$ cat config.mk
export PLATFORM = sky130hd
export DESIGN_NAME = lrc_top
export DESIGN_NICKNAME = d
export VERILOG_FILES = /design/src/verilog/lrc_pkg.sv /design/src/verilog/lrc_reg_if.sv /design/src/verilog/lrc_regs.sv /design/src/verilog/lrc_top.sv
export SDC_FILE = /design/constraint.sdc
export NUM_CORES = 1
export LEC_CHECK = 0
export BUFFER_PORTS_ARGS = -buffer_cell sky130_fd_sc_hd__buf_2
export CORE_AREA = 4 4 58 82
export CTS_BUF_LIST = sky130_fd_sc_hd__clkbuf_8
export DETAILED_ROUTE_END_ITERATION = 7
export DIE_AREA = 0 0 62 86
export PLACE_DENSITY = 0.8
export SKIP_LAST_GASP = 1
export SYNTH_ARGS = -nofsm -noshare
export SYNTH_HDL_FRONTEND = slang
export SYNTH_SLANG_ARGS = --single-unit
$ cat constraint.sdc
create_clock -name mclk -period 2.2 [get_ports mclk]
set_clock_uncertainty 0.1 [all_clocks]
set_input_delay 0.66 -clock mclk [delete_from_list [all_inputs] [get_ports mclk]]
set_output_delay 0.66 -clock mclk [all_outputs]
set_load 0.01 [all_outputs]
$ cat src/verilog/lrc_pkg.sv
/*
 * Constants for the ladder reference control block: register map, field
 * positions, reset values and source select codes.
 * Assumes a 32-bit AHB-Lite register bus with word-aligned registers.
 */
package lrc_pkg;

	// ==========================================================
	// Register map
	localparam logic [7:0] ADDR_MAIN = 8'h00;
	localparam logic [7:0] ADDR_LEVEL = 8'h04;
	localparam int ADDR_W = 8;

	// ==========================================================
	// Field positions in the main control register
	localparam int BIT_ENABLE = 7;
	localparam int BIT_LOW_POWER = 6;
	localparam int BIT_PIN_OE = 5;
	localparam int BIT_PSS_HI = 3;
	localparam int BIT_PSS_LO = 2;
	localparam int BIT_NSS = 0;
	localparam logic [7:0] MAIN_WMASK = 8'hED;
	localparam logic [7:0] LEVEL_WMASK = 8'h1F;

	// ==========================================================
	// Widths and reset values
	localparam int LEVEL_W = 5;
	localparam int LEVEL_STEPS = 32;
	localparam logic [7:0] MAIN_RESET = 8'h00;
	localparam logic [7:0] LEVEL_RESET = 8'h00;

	// ==========================================================
	// Positive source select codes
	localparam logic [1:0] PSS_SUPPLY = 2'h0;
	localparam logic [1:0] PSS_EXT_REF = 2'h1;
	localparam logic [1:0] PSS_FIXED_BUF = 2'h2;
	localparam logic [1:0] PSS_RESERVED = 2'h3;

	// ==========================================================
	// AHB encodings
	localparam logic [1:0] HTRANS_NONSEQ = 2'h2;
	localparam logic [2:0] HSIZE_WORD = 3'h2;

	typedef enum logic [1:0] {
		LRC_SRC_SUPPLY,
		LRC_SRC_EXT,
		LRC_SRC_FIXED,
		LRC_SRC_NONE
	} lrc_src_e;

endpackage : lrc_pkg

$ cat src/verilog/lrc_reg_if.sv
/*
 * Carrier between the bus slave and the control register core.
 * Assumes both ends run on the same clock.
 */
interface lrc_reg_if;
	logic wr_main;
	logic wr_level;
	logic [7:0] wdata;
	logic [7:0] main_rd;
	logic [7:0] level_rd;

	modport slave (output wr_main, output wr_level, output wdata,
		input main_rd, input level_rd);
	modport core (input wr_main, input wr_level, input wdata,
		output main_rd, output level_rd);
endinterface : lrc_reg_if

$ cat src/verilog/lrc_regs.sv
/*
 * Control register core: holds the main control and level code registers.
 * Assumes write strobes arrive one cycle wide on the module clock.
 */
module lrc_regs (
	// Clock and reset
	input wire logic mclk,
	input wire logic nrst,
	input wire logic clk_en,
	// Register access
	lrc_reg_if.core rif,
	// Stored values
	output logic [7:0] main_q,
	output logic [lrc_pkg::LEVEL_W-1:0] level_q
);

	// ==========================================================
	// Storage
	// Sleep and wake do not touch these flops; only nrst clears them.
	always_ff @(posedge mclk or negedge nrst) begin
		if (!nrst) begin
			main_q <= lrc_pkg::MAIN_RESET;
			level_q <= '0;
		end else if (clk_en) begin
			if (rif.wr_main) begin
				main_q <= rif.wdata & lrc_pkg::MAIN_WMASK;
			end
			if (rif.wr_level) begin
				level_q <= rif.wdata[lrc_pkg::LEVEL_W-1:0];
			end
		end
	end

	assign rif.main_rd = main_q;
	assign rif.level_rd = {3'h0, level_q};

endmodule : lrc_regs

$ cat src/verilog/lrc_top.sv
/*
 * Ladder reference control: AHB-Lite slave with two 8-bit control
 * registers driving static controls of a 32-step resistor ladder.
 * Assumes the analog ladder and pad sit outside and take these controls.
 */
module lrc_top (
	// Clock and reset
	input wire logic mclk,
	input wire logic nrst,
	input wire logic clk_en,
	// AHB-Lite slave
	input wire logic hsel,
	input wire logic [31:0] haddr,
	input wire logic [1:0] htrans,
	input wire logic hwrite,
	input wire logic [2:0] hsize,
	input wire logic [31:0] hwdata,
	input wire logic hready,
	output logic [31:0] hrdata,
	output logic hreadyout,
	output logic hresp,
	// Analog ladder controls
	output logic converter_enable,
	output logic low_power_side_select,
	output logic disconnect_negative,
	output logic disconnect_positive,
	output logic [1:0] positive_source_select,
	output lrc_pkg::lrc_src_e positive_source,
	output logic negative_source_select,
	output logic [lrc_pkg::LEVEL_W-1:0] level_code,
	output logic pin_output_enable,
	// Reference output pin digital pad
	input wire logic pad_in,
	input wire logic port_out,
	input wire logic port_oe,
	output logic pad_out,
	output logic pad_oe,
	output logic pin_read_value
);

	// ==========================================================
	// Bus address phase capture
	lrc_reg_if rif ();
	logic wr_pend_q;
	logic rd_pend_q;
	logic [lrc_pkg::ADDR_W-1:0] addr_q;
	logic [31:0] hrdata_q;
	logic [7:0] main_q;
	logic [lrc_pkg::LEVEL_W-1:0] level_q;
	wire addr_take = hsel && hready && htrans == lrc_pkg::HTRANS_NONSEQ;
	wire sel_main = addr_q == lrc_pkg::ADDR_MAIN;
	wire sel_level = addr_q == lrc_pkg::ADDR_LEVEL;
	wire [lrc_pkg::ADDR_W-1:0] haddr_lo = haddr[lrc_pkg::ADDR_W-1:0];
	wire hi_zero = haddr[31:lrc_pkg::ADDR_W] == '0;
	wire [7:0] rd_mux = (haddr_lo == lrc_pkg::ADDR_MAIN && hi_zero) ?
		rif.main_rd : ((haddr_lo == lrc_pkg::ADDR_LEVEL && hi_zero) ?
		rif.level_rd : 8'h00);

	always_ff @(posedge mclk or negedge nrst) begin
		if (!nrst) begin
			wr_pend_q <= 1'b0;
			rd_pend_q <= 1'b0;
			addr_q <= '0;
			hrdata_q <= '0;
		end else if (clk_en) begin
			wr_pend_q <= addr_take && hwrite && hi_zero;
			rd_pend_q <= addr_take && !hwrite;
			addr_q <= haddr_lo;
			if (addr_take && !hwrite) begin
				hrdata_q <= {24'h0, rd_mux};
			end
		end
	end

	// ==========================================================
	// Write decode; unmapped addresses are accepted and dropped.
	assign rif.wr_main = clk_en && wr_pend_q && sel_main;
	assign rif.wr_level = clk_en && wr_pend_q && sel_level;
	assign rif.wdata = hwdata[7:0];
	assign hrdata = hrdata_q;
	assign hreadyout = 1'b1;
	assign hresp = 1'b0;

	lrc_regs u_regs (
		.mclk(mclk),
		.nrst(nrst),
		.clk_en(clk_en),
		.rif(rif),
		.main_q(main_q),
		.level_q(level_q)
	);

	// ==========================================================
	// Static ladder controls
	assign converter_enable = main_q[lrc_pkg::BIT_ENABLE];
	assign low_power_side_select = main_q[lrc_pkg::BIT_LOW_POWER];
	assign disconnect_negative = low_power_side_select;
	assign disconnect_positive = !low_power_side_select;
	assign positive_source_select =
		main_q[lrc_pkg::BIT_PSS_HI:lrc_pkg::BIT_PSS_LO];
	// Reserved code selects nothing so the ladder top is never shorted.
	assign positive_source = (positive_source_select ==
		lrc_pkg::PSS_SUPPLY) ? lrc_pkg::LRC_SRC_SUPPLY :
		(positive_source_select == lrc_pkg::PSS_EXT_REF) ?
		lrc_pkg::LRC_SRC_EXT :
		(positive_source_select == lrc_pkg::PSS_FIXED_BUF) ?
		lrc_pkg::LRC_SRC_FIXED : lrc_pkg::LRC_SRC_NONE;
	assign negative_source_select = main_q[lrc_pkg::BIT_NSS];
	assign level_code = level_q;
	assign pin_output_enable = main_q[lrc_pkg::BIT_PIN_OE];

	// ==========================================================
	// Pad override
	logic pad_s1_q;
	logic pad_s2_q;
	always_ff @(posedge mclk or negedge nrst) begin
		if (!nrst) begin
			pad_s1_q <= 1'b0;
			pad_s2_q <= 1'b0;
		end else if (clk_en) begin
			pad_s1_q <= pad_in;
			pad_s2_q <= pad_s1_q;
		end
	end
	assign pad_oe = port_oe && !pin_output_enable;
	assign pad_out = port_out && !pin_output_enable;
	assign pin_read_value = pad_s2_q && !pin_output_enable;
endmodule : lrc_top

==> impl_metrics.yaml <==
die:
  die_area_sq_um: 5330
  ios: 130
  start_util: 0.383
  core_area_sq_um: 4100
  die_y_microns: 86
  die_w_microns: 62
  rows: 28
route:
  drtIter0Drc: 6
  drt_wl_total_microns: 3540
  first_pass_iters: 4
  vias_per_cell: 4.72
  vias: 1189
  drc: 0
  ant_nets: 0
  wl_per_cell_microns: 14.1
placed_design:
  gp_congestion: 0.762
  dp.cells: 244
  dp_hpwl_microns: 2860
  placed_cell_area_sq_um: 1900
  port_buffers: 76
sta:
  fin_crit_ns: 1.97
  max_slew_margin: 0.565
  drv_slew: 0
  fmax_mhz: 508
  worst_pin_slew_ns: 0.653
  hold_viol: 0
  timing.setup.tns_ns: 0
  rsz0062_at_grt: "false"
  setup_viol: 0
  post-route-period-util: 0.895
yosys:
  synth_warnings: 0
  ys_ff_latch: 30
  synth_cell_types: 23
  synth_cells: 127
  mappedNetlistArea_sq_um: 1570
  ys_seq_area_frac: 0.478
  syn_avg_cell_area_sq_um: 12.4
cells_and_area:
  fin_area_sq_um: 2010
  final_cells: 252
  antenna_cells: 0
  nets: 284
  drive_gt1_frac: 0.556
  syn_to_final_growth_pct: 27.8
setup_path:
  worstPathArrival_ns: 2.03
  critPathKind: "reg2reg"
  cp-end-kind: "flip-flop"
  path_max_fanout: 6
  cp.required_ns: 2.27
  start_kind: "flip-flop"
clocking:
  cts-root-buf: "clkbuf_8"
  clkTransAtPathRegs_ns: 0.07
  cts_tree: "done"
  ctsHoldBuffers: 0
  cts_resized: 0
  clk_latency_ns: 0.29
  post-cts-setup-buffer-count: 0
  cts_sinks: 30
  clk_path_buf_depth: 2
  h-tree-depth: 2
  cts_buffers: 5
job:
  cap_violations: 0
pwr:
  powerDensity_nw_per_um2: 620
  p_leak_uw: 0.00113
  peakVddDrop_mv: 0.538
grt:
  grt_pass1_wl_microns: 5270
  track_usage: 0.137
  grt_pass1_vias: 1174
  grt_overflow: 0
  grt_max_degree: 31
  grt_antenna_before_repair: 0
worst_hold_path:
  hold_class: "in2async"
run_status:
  status: "complete, no violations"
state kept, by name, indices dropped and copies added (netlist names):
register and flops:
addr_q 8, hrdata 8, pad_s1_q 1, pad_s2_q 1, u_regs.level_q 5, u_regs.main_q 6
wr_pend_q 1
synthesized netlist by cell type:
master,n,area share
a32o_1,6,0.038
a41o_1,3,0.019
and2_0,2,0.0080
and4b_1,2,0.013
buf_1,1,0.0024
buf_4,27,0.13
buf_6,1,0.0072
clkbuf_1,3,0.0072
conb_1,2,0.0048
dfrtp_1,30,0.48
inv_1,1,0.0024
mux2_2,18,0.13
mux2_4,6,0.057
nand2_1,2,0.0048
nand3b_1,1,0.0048
nand4_1,1,0.0040
nand4_2,1,0.0080
nor2_1,3,0.0072
nor2b_1,7,0.028
nor3_1,1,0.0032
nor3_4,1,0.010
nor4_1,7,0.028
or4_4,1,0.0072
final timing paths:
kind	from	end	slack, ns	cells past startpoint
setup / recovery	addr_q[5]	u_regs.main_q[3]	0.23	5
hold / removal	nrst	u_regs.level_q[2]	0.30	1
setup reg to reg	addr_q[5]	u_regs.main_q[3]	0.23	5
hold reg to reg	hrdata[2]	hrdata[2]	0.39	1
max in group asynchronous	nrst	pad_s2_q	1.27	1
min in group mclk	hrdata[2]	hrdata[2]	0.39	1
kinds of logic after synthesis:
| family | synth area share |
|---|---|
| flops | 0.478 |
| buf+inv | 0.148 |
| compound gates | 0.0573 |
| mux | 0.186 |
| other cells | 0.00478 |
| simple gates | 0.126 |
cell type report:
type / count / area [sq um]
Timing Repair Buffer: 80 / 410
Sequential cell: 30 / 751
Clock inverter: 3 / 40.0
Fill cell: 383 / 2090
Multi-Input combinational cell: 88 / 678
Tap cell: 45 / 56.3
Clock buffer: 5 / 68.8
Inverter: 1 / 3.75
through the flow:
stage / setup WS, ns / power (uW) / hold WS (ns) / utilization
floorplan: 0.322 / 683 / 0.264 / -
global route: 0.161 / 1300 / 0.337 / 0.490
CTS: 0.215 / 1260 / 0.315 / 0.490
detailed placement: 0.220 / 717 / 0.377 / 0.463
global placement: 0.228 / 713 / 0.370 / 0.463
finish: 0.231 / 1250 / 0.304 / 0.490
cells in the final DEF, fill, tap and decap left out, drive strengths merged:
cell type   n
nand2       2
nand3b      1
nor2b       7
a32o        6
inv         1
buf        80
nand4       2
bufinv      1
and4b       2
dfrtp      30
or4         1
nor2        3
nor4        7
conb       26
nor3        2
clkinv      2
mux2       24
and2        2
a41o        3
clkbuf      5
routing by layer:
layer	track usage	vias up	wire length, microns
li1	-	558	-
met1	0.135	559	1130
met2	0.252	66	1950
met3	0.0437	6	397
met4	0.0521	0	58
met5	0	-	0
critical path, stage by stage (launching register included):
cell and delay [ns]:
dfrtp_1 0.37, or4_4 0.55, nor3_4 0.15, and4b_1 0.20
buf_4 0.18, mux2_4 0.31
power breakdown:
part | switching, uW | total (uW) | internal, uW | leakage, uW
clock network | 207 | 539 | 333 | 0.0000579
registers | 11.9 | 583 | 571 | 0.000397
logic | 64.4 | 123 | 58.9 | 0.000675
total | 283 | 1250 | 963 | 0.00113
Note: power is estimated with default switching activity, not from simulation.
